===== config.mk =====
export PLATFORM = sky130hd
export DESIGN_NAME = bdcis_core
export DESIGN_NICKNAME = d
export VERILOG_FILES = /design/src/core/bdcis_cal_engine.v /design/src/core/bdcis_core.v
export VERILOG_INCLUDE_DIRS = /design/src /design/src/inc
export SDC_FILE = /design/constraint.sdc
export NUM_CORES = 1
export LEC_CHECK = 0
export ABC_AREA = 1
export BUFFER_PORTS_ARGS = -buffer_cell sky130_fd_sc_hd__buf_2
export CORE_MARGIN = 4
export CORE_UTILIZATION = 54
export CTS_CLUSTER_SIZE = 24
export DETAILED_ROUTE_END_ITERATION = 7
export HOLD_SLACK_MARGIN = 0.03
export PLACE_DENSITY = 0.76
export SLEW_MARGIN = 20
export SYNTH_ARGS = -nofsm -noshare
export SYNTH_HDL_FRONTEND = slang
export SYNTH_SLANG_ARGS = --single-unit

===== constraint.sdc =====
create_clock -name clk -period 2 [get_ports clk]
set_input_delay 0.2 -clock clk [delete_from_list [all_inputs] [get_ports clk]]
set_output_delay 0.2 -clock clk [all_outputs]
set_load 0.03 [all_outputs]

===== src/inc/bdcis_regs.vh =====
// Register offsets, command codes, field positions and timing figures of the bias DAC sequencer.
`ifndef BDCIS_REGS_VH
`define BDCIS_REGS_VH

// ====================================================================
// Register offsets
`define BDCIS_ADDR_CONV_CFG 8'h30
`define BDCIS_ADDR_AMP_CAL 8'h4e
`define BDCIS_ADDR_POWER 8'h64
`define BDCIS_ADDR_CLEAR 8'h68
`define BDCIS_ADDR_UPPER 8'h10
`define BDCIS_ADDR_LOWER 8'h12
`define BDCIS_ADDR_FINE_BUF 8'h14
`define BDCIS_ADDR_FINE_BUF_CAL 8'h16
`define BDCIS_ADDR_FINE_DIRECT_CAL 8'h18
`define BDCIS_ADDR_DIRECT_DAC 8'h1a
`define BDCIS_ADDR_LOAD 8'h1c
`define BDCIS_ADDR_STATUS 8'h1e

// ====================================================================
// Command codes and reset values
`define BDCIS_POWER_TOGGLE 16'h0080
`define BDCIS_CLEAR_ARM 16'h0100
`define BDCIS_CLEAR_COMPLETE 16'h0200
`define BDCIS_AMP_CAL_GO 16'h0002
`define BDCIS_CONV_CFG_RST 16'h0000
`define BDCIS_POWER_RST 16'h0000
`define BDCIS_ZERO16 16'h0000

// ====================================================================
// Field positions and widths
`define BDCIS_REF_DAC_BIT 3
`define BDCIS_REF_ADC_BIT 1
`define BDCIS_WIPER_CAL_BIT 8
`define BDCIS_COARSE_W 8
`define BDCIS_FINE_W 10

// ====================================================================
// Timing
`define BDCIS_CLK_KHZ 40000
`define BDCIS_AMP_CAL_MS 30
`define BDCIS_DAC_CAL_CYCLES 64
`define BDCIS_CONV_CYCLES 16

`endif


===== src/core/bdcis_cal_engine.v =====
// Shared converter and arithmetic engine, arbitrated between calibration jobs and conversions.
`timescale 1ns/1ps
`default_nettype none

module bdcis_cal_engine #(
  parameter NJOB = 6,
  parameter CW = 24,
  parameter [CW-1:0] AMP_CYCLES = 24'h12_4f80,
  parameter [CW-1:0] CAL_CYCLES = 24'h00_0040,
  parameter [CW-1:0] CONV_CYCLES = 24'h00_0010
) (
  input wire clk,
  input wire resetn,
  input wire abort,
  input wire [NJOB-1:0] req,
  output reg active_q,
  output reg [NJOB-1:0] done_q
);

  localparam [2:0] S_IDLE = 3'b001;
  localparam [2:0] S_RUN = 3'b010;
  localparam [2:0] S_DONE = 3'b100;

  reg [2:0] state_q;
  reg [NJOB-1:0] job_q;
  reg [CW-1:0] cnt_q;
  reg [NJOB-1:0] sel_d;
  reg found;
  reg [CW-1:0] len_d;
  integer i;

  // ====================================================================
  // Fixed priority: amplifier calibration, coarse, fine, then conversions.
  always @* begin
    sel_d = {NJOB{1'b0}};
    found = 1'b0;
    for (i = 0; i < NJOB; i = i + 1) begin
      if (req[i] && !found) begin
        sel_d[i] = 1'b1;
        found = 1'b1;
      end
    end
    if (sel_d[0]) begin
      len_d = AMP_CYCLES;
    end else if (sel_d[NJOB-1]) begin
      len_d = CONV_CYCLES;
    end else begin
      len_d = CAL_CYCLES;
    end
  end

  // ====================================================================
  // Job sequencer.
  // The one-cycle pause after a job gives the requester time to drop its
  // request, so a finished job is never granted a second time.
  always @(posedge clk or negedge resetn) begin
    if (!resetn) begin
      state_q <= S_IDLE;
      job_q <= {NJOB{1'b0}};
      cnt_q <= {CW{1'b0}};
      active_q <= 1'b0;
      done_q <= {NJOB{1'b0}};
    end else if (abort) begin
      state_q <= S_IDLE;
      job_q <= {NJOB{1'b0}};
      cnt_q <= {CW{1'b0}};
      active_q <= 1'b0;
      done_q <= {NJOB{1'b0}};
    end else begin
      case (state_q)
        S_IDLE: begin
          done_q <= {NJOB{1'b0}};
          if (found) begin
            job_q <= sel_d;
            cnt_q <= len_d - {{(CW-1){1'b0}}, 1'b1};
            active_q <= 1'b1;
            state_q <= S_RUN;
          end
        end
        S_RUN: begin
          if (cnt_q == {CW{1'b0}}) begin
            done_q <= job_q;
            active_q <= 1'b0;
            state_q <= S_DONE;
          end else begin
            cnt_q <= cnt_q - {{(CW-1){1'b0}}, 1'b1};
          end
        end
        S_DONE: begin
          done_q <= {NJOB{1'b0}};
          job_q <= {NJOB{1'b0}};
          state_q <= S_IDLE;
        end
        default: begin
          state_q <= S_IDLE;
        end
      endcase
    end
  end

endmodule

`default_nettype wire


===== src/core/bdcis_core.v =====
// Register command sequencer of a dual-channel gate-bias controller.
`timescale 1ns/1ps
`default_nettype none
`include "bdcis_regs.vh"

module bdcis_core #(
  parameter NCH = 2,
  parameter AMP_CAL_CYCLES = `BDCIS_AMP_CAL_MS * `BDCIS_CLK_KHZ,
  parameter DAC_CAL_CYCLES = `BDCIS_DAC_CAL_CYCLES,
  parameter CONV_CYCLES = `BDCIS_CONV_CYCLES
) (
  input wire clk,
  input wire resetn,
  input wire wr_en,
  input wire [7:0] wr_addr,
  input wire [15:0] wr_data,
  input wire rd_en,
  input wire [7:0] rd_addr,
  output reg [15:0] rd_data_q,
  output reg rd_valid_q,
  input wire conv_req,
  output wire conv_done,
  output wire [NCH*`BDCIS_COARSE_W-1:0] upper_dac,
  output wire [NCH*`BDCIS_COARSE_W-1:0] lower_dac,
  output wire [NCH*`BDCIS_FINE_W-1:0] fine_dac,
  output reg powered_q,
  output reg dac_int_ref_q,
  output reg adc_int_ref_q,
  output reg soft_reset_q,
  output reg busy_q
);

  localparam NJOB = 2 * NCH + 2;
  localparam CW = 24;
  localparam CWV = `BDCIS_COARSE_W;
  localparam FWV = `BDCIS_FINE_W;

  reg [15:0] conv_cfg_q;
  reg [15:0] power_q;
  reg clear_armed_q;
  reg [1:0] reset_count_q;
  reg amp_pend_q;
  wire wr_ok;
  wire [NJOB-1:0] eng_req;
  wire [NJOB-1:0] eng_done;
  wire eng_active;
  wire [NCH-1:0] ch_pend;
  wire [NCH-1:0] ch_coarse_run;
  wire [NCH-1:0] ch_fine_pend;

  // While global power is removed only the power register is honoured.
  assign wr_ok = wr_en && powered_q;

  // ====================================================================
  // Global control registers
  always @(posedge clk or negedge resetn) begin
    if (!resetn) begin
      power_q <= `BDCIS_POWER_RST;
      powered_q <= 1'b1;
      conv_cfg_q <= `BDCIS_CONV_CFG_RST;
      dac_int_ref_q <= 1'b0;
      adc_int_ref_q <= 1'b0;
      clear_armed_q <= 1'b0;
      reset_count_q <= 2'b00;
      soft_reset_q <= 1'b0;
    end else begin
      soft_reset_q <= 1'b0;
      if (wr_en && wr_addr == `BDCIS_ADDR_POWER) begin
        power_q <= wr_data;
        if (wr_data == `BDCIS_POWER_TOGGLE) begin
          powered_q <= !powered_q;
        end
      end
      if (wr_ok && wr_addr == `BDCIS_ADDR_CLEAR) begin
        if (wr_data == `BDCIS_CLEAR_ARM) begin
          clear_armed_q <= 1'b1;
        end else if (wr_data == `BDCIS_CLEAR_COMPLETE && clear_armed_q) begin
          clear_armed_q <= 1'b0;
          soft_reset_q <= 1'b1;
          reset_count_q <= reset_count_q + 2'b01;
        end else begin
          clear_armed_q <= 1'b0;
        end
      end
      if (soft_reset_q) begin
        conv_cfg_q <= `BDCIS_CONV_CFG_RST;
        dac_int_ref_q <= 1'b0;
        adc_int_ref_q <= 1'b0;
      end else if (wr_ok && wr_addr == `BDCIS_ADDR_CONV_CFG) begin
        conv_cfg_q <= wr_data;
        dac_int_ref_q <= wr_data[`BDCIS_REF_DAC_BIT];
        adc_int_ref_q <= wr_data[`BDCIS_REF_ADC_BIT];
      end
    end
  end

  // ====================================================================
  // Amplifier offset calibration and busy
  // A new start in the cycle of completion wins over the clear.
  always @(posedge clk or negedge resetn) begin
    if (!resetn) begin
      amp_pend_q <= 1'b0;
      busy_q <= 1'b0;
    end else begin
      if (soft_reset_q || !powered_q) begin
        amp_pend_q <= 1'b0;
      end else begin
        if (eng_done[0]) begin
          amp_pend_q <= 1'b0;
        end
        if (wr_ok && wr_addr == `BDCIS_ADDR_AMP_CAL && wr_data == `BDCIS_AMP_CAL_GO) begin
          amp_pend_q <= 1'b1;
        end
      end
      busy_q <= amp_pend_q || (|ch_pend) || (eng_active && !eng_done[NJOB-1]);
    end
  end

  assign eng_req[0] = amp_pend_q;
  assign eng_req[NJOB-1] = conv_req && powered_q;
  assign conv_done = eng_done[NJOB-1];

  bdcis_cal_engine #(
    .NJOB(NJOB),
    .CW(CW),
    .AMP_CYCLES(AMP_CAL_CYCLES[CW-1:0]),
    .CAL_CYCLES(DAC_CAL_CYCLES[CW-1:0]),
    .CONV_CYCLES(CONV_CYCLES[CW-1:0])
  ) u_engine (
    .clk(clk),
    .resetn(resetn),
    .abort(soft_reset_q || !powered_q),
    .req(eng_req),
    .active_q(eng_active),
    .done_q(eng_done)
  );

  // ====================================================================
  // Per-channel wiper and fine DAC sequencing
  genvar g;
  generate
    for (g = 0; g < NCH; g = g + 1) begin : g_ch
      localparam [7:0] A_UP = `BDCIS_ADDR_UPPER + g;
      localparam [7:0] A_LO = `BDCIS_ADDR_LOWER + g;
      localparam [7:0] A_FB = `BDCIS_ADDR_FINE_BUF + g;
      localparam [7:0] A_FBC = `BDCIS_ADDR_FINE_BUF_CAL + g;
      localparam [7:0] A_FDC = `BDCIS_ADDR_FINE_DIRECT_CAL + g;
      localparam [7:0] A_DD = `BDCIS_ADDR_DIRECT_DAC + g;
      wire load;
      reg [CWV-1:0] up_buf_q;
      reg up_stg_q;
      reg up_cal_q;
      reg [CWV-1:0] up_tgt_q;
      reg up_run_q;
      reg [CWV-1:0] up_dac_q;
      reg [CWV-1:0] lo_buf_q;
      reg lo_stg_q;
      reg lo_cal_q;
      reg [CWV-1:0] lo_tgt_q;
      reg lo_run_q;
      reg [CWV-1:0] lo_dac_q;
      reg [FWV-1:0] fine_buf_q;
      reg fine_stg_q;
      reg fine_stg_cal_q;
      reg [FWV-1:0] fine_tgt_q;
      reg fine_pend_q;
      reg [FWV-1:0] fine_dac_q;

      assign load = wr_ok && wr_addr == `BDCIS_ADDR_LOAD && wr_data[g];
      assign ch_coarse_run[g] = up_run_q || lo_run_q;
      assign ch_fine_pend[g] = fine_pend_q;
      assign ch_pend[g] = up_run_q || lo_run_q || fine_pend_q;
      assign eng_req[1+g] = up_run_q || lo_run_q;
      assign eng_req[1+NCH+g] = fine_pend_q && !(up_run_q || lo_run_q);
      assign upper_dac[g*CWV +: CWV] = up_dac_q;
      assign lower_dac[g*CWV +: CWV] = lo_dac_q;
      assign fine_dac[g*FWV +: FWV] = fine_dac_q;

      // Wiper writes only stage a value; there is no calibrated path that
      // reaches a coarse DAC without the load strobe.
      always @(posedge clk or negedge resetn) begin
        if (!resetn) begin
          up_buf_q <= {CWV{1'b0}};
          up_stg_q <= 1'b0;
          up_cal_q <= 1'b0;
          up_tgt_q <= {CWV{1'b0}};
          up_run_q <= 1'b0;
          up_dac_q <= {CWV{1'b0}};
          lo_buf_q <= {CWV{1'b0}};
          lo_stg_q <= 1'b0;
          lo_cal_q <= 1'b0;
          lo_tgt_q <= {CWV{1'b0}};
          lo_run_q <= 1'b0;
          lo_dac_q <= {CWV{1'b0}};
        end else if (soft_reset_q) begin
          up_stg_q <= 1'b0;
          up_run_q <= 1'b0;
          up_dac_q <= {CWV{1'b0}};
          lo_stg_q <= 1'b0;
          lo_run_q <= 1'b0;
          lo_dac_q <= {CWV{1'b0}};
        end else begin
          if (eng_done[1+g]) begin
            up_run_q <= 1'b0;
            lo_run_q <= 1'b0;
            if (up_run_q) begin
              up_dac_q <= up_tgt_q;
            end
            if (lo_run_q) begin
              lo_dac_q <= lo_tgt_q;
            end
          end
          if (wr_ok && wr_addr == A_UP) begin
            up_buf_q <= wr_data[CWV-1:0];
            up_cal_q <= wr_data[`BDCIS_WIPER_CAL_BIT];
            up_stg_q <= 1'b1;
          end else if (load && up_stg_q) begin
            up_stg_q <= 1'b0;
          end
          if (wr_ok && wr_addr == A_LO) begin
            lo_buf_q <= wr_data[CWV-1:0];
            lo_cal_q <= wr_data[`BDCIS_WIPER_CAL_BIT];
            lo_stg_q <= 1'b1;
          end else if (load && lo_stg_q) begin
            lo_stg_q <= 1'b0;
          end
          if (load && up_stg_q) begin
            up_tgt_q <= up_buf_q;
            if (up_cal_q) begin
              up_run_q <= 1'b1;
            end else begin
              up_dac_q <= up_buf_q;
            end
          end
          if (load && lo_stg_q) begin
            lo_tgt_q <= lo_buf_q;
            if (lo_cal_q) begin
              lo_run_q <= 1'b1;
            end else begin
              lo_dac_q <= lo_buf_q;
            end
          end
        end
      end

      // Fine calibration waits behind the coarse run of its own channel.
      always @(posedge clk or negedge resetn) begin
        if (!resetn) begin
          fine_buf_q <= {FWV{1'b0}};
          fine_stg_q <= 1'b0;
          fine_stg_cal_q <= 1'b0;
          fine_tgt_q <= {FWV{1'b0}};
          fine_pend_q <= 1'b0;
          fine_dac_q <= {FWV{1'b0}};
        end else if (soft_reset_q) begin
          fine_stg_q <= 1'b0;
          fine_pend_q <= 1'b0;
          fine_dac_q <= {FWV{1'b0}};
        end else begin
          if (eng_done[1+NCH+g]) begin
            fine_pend_q <= 1'b0;
            fine_dac_q <= fine_tgt_q;
          end
          if (wr_ok && (wr_addr == A_FB || wr_addr == A_FBC)) begin
            fine_buf_q <= wr_data[FWV-1:0];
            fine_stg_q <= 1'b1;
            fine_stg_cal_q <= (wr_addr == A_FBC);
          end else if (load && fine_stg_q) begin
            fine_stg_q <= 1'b0;
          end
          if (wr_ok && wr_addr == A_FDC) begin
            fine_tgt_q <= wr_data[FWV-1:0];
            fine_pend_q <= 1'b1;
          end else if (load && fine_stg_q) begin
            if (fine_stg_cal_q) begin
              fine_tgt_q <= fine_buf_q;
              fine_pend_q <= 1'b1;
            end else begin
              fine_dac_q <= fine_buf_q;
            end
          end
          if (wr_ok && wr_addr == A_DD) begin
            fine_dac_q <= wr_data[FWV-1:0];
          end
        end
      end
    end
  endgenerate

  // ====================================================================
  // Register readback, one cycle after the request.
  always @(posedge clk or negedge resetn) begin
    if (!resetn) begin
      rd_data_q <= `BDCIS_ZERO16;
      rd_valid_q <= 1'b0;
    end else begin
      rd_valid_q <= rd_en;
      if (!rd_en) begin
        rd_data_q <= `BDCIS_ZERO16;
      end else if (rd_addr == `BDCIS_ADDR_CONV_CFG) begin
        rd_data_q <= conv_cfg_q;
      end else if (rd_addr == `BDCIS_ADDR_POWER) begin
        rd_data_q <= power_q;
      end else if (rd_addr == `BDCIS_ADDR_STATUS) begin
        rd_data_q <= {busy_q, powered_q, clear_armed_q, amp_pend_q, eng_active,
                      reset_count_q, {(9-2*NCH){1'b0}}, ch_fine_pend, ch_coarse_run};
      end else begin
        rd_data_q <= `BDCIS_ZERO16;
      end
    end
  end

endmodule

`default_nettype wire


# Word-level counts from Yosys, hierarchy flattened
# Index checks and enable logic that the tools add are counted.
[word_totals]
ff_bits = 272
inputBits = 37
out_inout_bits = 75
wordCells = 308
[classes]
addsub = 3
n_eq_ne = 30
muxes = 130
bitwise = 2
reduce_logical = 90
[op_table]
columns = ["cell", "count"]
rows = [
  ["10-bit 2-to-1 mux", 18],
  ["8-bit 2-to-1 mux", 20],
  ["8-bit by 5-bit == test with 1-bit output, second input constant", 14],
  ["16-bit 2-to-1 mux", 6],
  ["24-bit 2-to-1 mux", 4],
  ["1-bit 2-to-1 mux", 69],
  ["24-bit case mux with 2 select lines", 1],
  ["24-bit by 1-bit subtractor with 24-bit output, second input constant", 2],
  ["1-bit logical AND", 35],
  ["8-bit by 7-bit == test with 1-bit output, second input constant", 4],
  ["3-bit nonzero test", 10],
  ["2-bit AND reduction", 14],
  ["24-bit zero test", 1],
  ["6-bit 2-to-1 mux", 4],
  ["6-bit case mux with 2 select lines", 2],
  ["16-bit by 10-bit == test with 1-bit output, second input constant", 1],
  ["16-bit by 2-bit == test with 1-bit output, second input constant", 1],
  ["16-bit by 8-bit == test with 1-bit output, second input constant", 1],
  ["16-bit by 9-bit == test with 1-bit output, second input constant", 1],
  ["8-bit by 6-bit == test with 1-bit output, second input constant", 2],
  ["3-bit AND reduction", 5],
  ["2-bit nonzero test", 5],
  ["1-bit zero test", 9],
  ["1-bit logical OR", 9],
  ["12 further kinds", 17],
]

# Logic depth before layout (Yosys ltp)
[logic_depth]
word_depth = 22
depth_mapped = 16
mapped_depth_nobuf = 13

# By module
# A second synthesis with hierarchy kept.
[unflattened]
hier_cells = 1806
area_unflattened_um2 = 14074.7
[modules_own_cells]
columns = ["mod", "instances", "cells_each", "area_each_um2", "seq_area_each_um2"]
rows = [
  ["bdcis_core", 1, 1411, 11282.1, 5756.8],
  ["bdcis_cal_engine", 1, 395, 2792.7, 1002.2],
]

# Least setup slack after synthesis
# No wires, ideal clock.
[synth_path]
kind = "register to register"
start = "reg u_engine.state_q[0]"
end = "reg u_engine.cnt_q[10]"
arrival_ns = 2.023
required_ns = 1.878
path_slack_ns = -0.145
stages_incl_launch_ff = 16
period_less_slack_ns = 2.145
cell_sequence = "dfstp_2 inv_1 nand3_2 buf_6 buf_6 nor2_1 inv_1 ha_1 nand2_1 nor2_1 nand3_1 nor2_2 buf_4 nand3_1 nand3_1 o21ai_1"
[synth_via]
elab_chain_len = 3
elab_cells_between_ends = 8
cone_classes = "eq/ne: 4; mux: 2; reduce/logical: 2"
[synth_lines]
columns = ["element", "line_no", "text"]
rows = [
  ["start, declared", "bdcis_cal_engine.v:24", "reg [2:0] state_q;"],
  ["start signal, assigned", "bdcis_cal_engine.v:58", "state_q <= S_IDLE;"],
  ["start signal, assigned", "bdcis_cal_engine.v:64", "state_q <= S_IDLE;"],
  ["start signal, assigned", "bdcis_cal_engine.v:77", "state_q <= S_RUN;"],
  ["3-bit by 2-bit == test with 1-bit output or 3-bit by 1-bit == test with 1-bit output (tied branches)", "bdcis_cal_engine.v:70", "case (state_q)"],
  ["3-bit by 2-bit inequality test with 1-bit output (no source line) (tied with other cells)", "n/a", ""],
  ["3-bit AND reduction (no source line) or 24-bit 2-to-1 mux (tied branches)", "n/a", ""],
  ["end signal, assigned", "bdcis_cal_engine.v:66", "cnt_q <= {CW{1'b0}};"],
  ["end signal, assigned", "bdcis_cal_engine.v:75", "cnt_q <= len_d - {{(CW-1){1'b0}}, 1'b1};"],
  ["end signal, assigned", "bdcis_cal_engine.v:86", "cnt_q <= cnt_q - {{(CW-1){1'b0}}, 1'b1};"],
  ["end, declared", "bdcis_cal_engine.v:26", "reg [CW-1:0] cnt_q;"],
]
# Several ways; a longest one is shown, not always the timed one.
# A chain may end at the register's enable or synchronous reset.

# Worst setup path in the final report
[layout_path]
start = "reg u_engine.state_q[0]"
end = "reg u_engine.cnt_q[12]"
# The elaborated chain is that of the path after synthesis.

==> summary.txt <==
Run status
  • Status: finished with violations
  • Failing checks: negative setup slack

Die
  • Die W: around 160 µm
  • Die footprint: about 26000 µm²
  • Num rows: 56
  • Core outline area: roughly 23000 µm²
  • I/O pin count: 112
  • Initial Util: 0.547
  • Die H: approximately 160 µm

Finish
  • Commonest non-fill, non-tap cells in the layout: dfrtp_1, nand2_1, inv_1, o21ai_0, buf_2
  • Nets: 1773
  • Design area: 16500 µm²
  • Layout Cells excl Fill: about 2100
  • Area delta synth->final: 28.1%
  • Fin util: 0.701
  • Fraction of layout cells with a size suffix above 1: 0.272
  • Commonest non-fill, non-tap cell in the layout: dfrtp_1

Power and ir drop
  • Static leakage: ~8.3 nW
  • Combinational Power Share: 0.338
  • Pwr Total: 17.6 mW
  • Switch share: 0.351
  • Net Switching: between 6 and 7 mW
  • Cell Pwr Density: 1070 nW/µm²
  • Max IR drop VDD: about 0.0012 V
  • Internal: 11.5 mW
  • Seq pwr share: 0.364
  • Clock power frac: 0.298

Timing
  • Worst Hold Slack: a little under 0.05 ns
  • Setup-failing EPs final: 52
  • Slew @ Worst Pin: between 0.5 and 0.6 ns
  • Worst setup margin: -0.146 ns
  • Final hold vios: 0
  • Highest Clock Rate: 466 MHz
  • Slew headroom: 0.619
  • Final Skew: around 0.028 ns
  • Unrepaired setup endpoints after global routing: true
  • Final worst path period share: 1.07
  • Period minus WS final: ~2.1 ns
  • Final Slew Violations: 0
  • Sum of negative setup slack: -2.88 ns

Worst setup path
  • Worst-path maximum fanout: 7
  • Cells on worst reg2reg path: 14
  • Arrival time worst endpoint: around 2.6 ns
  • Crit Reg-Reg Endpoint: u_engine.cnt_q[12]
  • R2R setup slack: -0.15 ns
  • Reg2reg start: u_engine.state_q[0]
  • CP startpoint kind: register
  • Crit. End Element: register
  • Kind of critical path: reg2reg
  • Required time of the critical path: 2.42 ns

Synth
  • Top-area cell type share of the netlist area: 0.522
  • EDFF count, synth: 0
  • Syn_area_per_cell: around 8.5 µm²
  • Syn Inst Count: 1508
  • Syn_nets: about 1500
  • Synth area leader: dfrtp_1
  • #FFs+latches synth: 270
  • Post-synthesis sequential area ratio: 0.526
  • YS warnings: 0
  • Ys async rst share: 1.00
  • Ys flop type: dfrtp_1
  • Synth Cell Area: 12900 µm²
  • Post-synth cell types: 43
  • Synth top area cells: dfrtp_1, o21ai_0, nand2_1

Placed design
  • Hpwl dp: between 20000 and 25000 µm
  • Placed cell area: between 10000 and 15000 µm²
  • Number of port buffers: 111
  • RD Place Congestion: 0.934
  • DP Cell Count: a little under 2000
  • Place WS: -0.148 ns

Drt
  • Pre-antenna DRT Iters: 7
  • Initial DRC Count: 1120
  • Routed Antenna Nets: 0
  • Avg Vias per Cell: about 5.7
  • DRC viols: 0
  • Via Count: between 10000 and 15000
  • WL final: 38700 µm
  • Avg WL per Cell: about 19 µm

Clocking
  • Worst-Skew Late Latency: approximately 0.55 ns
  • CTS max path bufs: 3
  • Total CTS buffers: 28
  • Sink Count: 270
  • Clock-pin transition on the worst setup and hold timing paths: 0.06 ns
  • Root Buffer: clkbuf_16
  • H-tree levels: 1
  • TritonCTS clock tree: built

Global route
  • Overall routing resource usage: 0.274
  • Largest net degree at the start of global routing: 60
  • First-pass GRT wire length: 58600 µm
  • Grt ovf: 0
  • Initial antenna violation count: 3
  • Vias in the first global route: 11400

Run
  • Max cap viols: 0

Hold path
  • Hold_sp: wr_data[10]
  • Worst Hold End: power_q[10]
  • HP Class: in2reg
  • Hold Crit Depth: 3
## routing by layer
layer | track usage | vias to the layer above | routed length [µm]
met5 | 0 | - | 12
met4 | 0.110 | 2 | 1810
met3 | 0.0431 | 138 | 3010
met2 | 0.455 | 536 | 18800
met1 | 0.362 | 5632 | 15100
li1 | - | 5441 | -
## state kept, by name, summed over array words and instances (netlist names), 20 cells and up
name             cells
u_engine.cnt_q      24
g_ch.fine_buf_q     20
g_ch.fine_tgt_q     20
g_ch.fine_dac_q     20
## power by group through the flow
stage / clock, mW / combinational (mW) / sequential, mW
global placement: 0 / 4.63 / 6.47
CTS: 5.29 / 5.09 / 6.40
floorplan: 0 / 2.99 / 6.58
detailed placement: 0 / 4.75 / 6.49
finish: 5.25 / 5.97 / 6.43
global route: 5.55 / 6.42 / 6.49
## cell families (layout without fill, tap and decap cells)
kind of cell,Yosys count,after routing,synth area share
xor+xnor,7,7,0.00477
fa+ha+maj,1,1,0.000973
other cells,0,3,0
mux,49,49,0.0414
flops,270,270,0.526
simple gates,556,556,0.198
compound gates,368,368,0.148
buf+inv,257,505,0.0803
## layout make-up
class | instances | area, µm²
repair buffers | 257 | 1940
multi-input cells | 981 | 5680
flip-flops and latches | 270 | 6760
inverters | 197 | 742
diodes | 3 | 7.51
fillers | 1685 | 7020
clock inverters | 6 | 91.3
clock buffers | 45 | 835
well taps | 319 | 399
## cell usage after synthesis (all sizes together), types with 2 or more instances
| cell type | number |
|---|---|
| buf | 24 |
| o22ai | 22 |
| nor2 | 120 |
| a21oi | 71 |
| mux2i | 16 |
| nor3b | 3 |
| inv | 195 |
| clkbuf | 36 |
| o21ai | 259 |
| nor4 | 5 |
| o31ai | 6 |
| nor3 | 25 |
| nand4 | 29 |
| clkinv | 2 |
| dfstp | 2 |
| a31oi | 3 |
| nand3 | 86 |
| or2 | 4 |
| o21a | 4 |
| nand2 | 282 |
| xor2 | 7 |
| mux2 | 33 |
| dfrtp | 268 |
## worst max-delay path by stage
stage / from / end / slack (ns)
floorplan: u_engine.state_q[0] / u_engine.cnt_q[12] / -0.02
global placement: u_engine.state_q[0] / u_engine.cnt_q[12] / -0.07
detailed placement: u_engine.state_q[0] / u_engine.cnt_q[20] / -0.15
CTS: powered_q / g_ch[1].fine_dac_q[1] / -0.03
global route: u_engine.state_q[0] / u_engine.cnt_q[10] / -0.25
finish: u_engine.state_q[0] / u_engine.cnt_q[12] / -0.15
## critical path, cell delays in order, from the launching register on
cell and delay (ns):
dfstp_2 0.53, inv_2 0.06, nand3_4 0.15, buf_12 0.14, nor2_4 0.04, inv_2 0.07, ha_4 0.16, nand2_4 0.07
nor2_4 0.12, nand3_4 0.09, nor2_4 0.19, buf_12 0.15, nand4_1 0.08, nand3_1 0.12, nand2_1 0.06
## what timing repair did
| item | CTS | global route |
|---|---|---|
| setup endpoints to repair | 67 | 145 |
| hold buffers | 10 | 0 |
| resized for setup | 29 | 170 |
| pin swaps | 3 | 33 |
| gates cloned | 3 | 5 |
| buffers inserted | 8 | 17 |
| hold endpoints to repair | 170 | 0 |
Power figures use the tool's default switching activity.
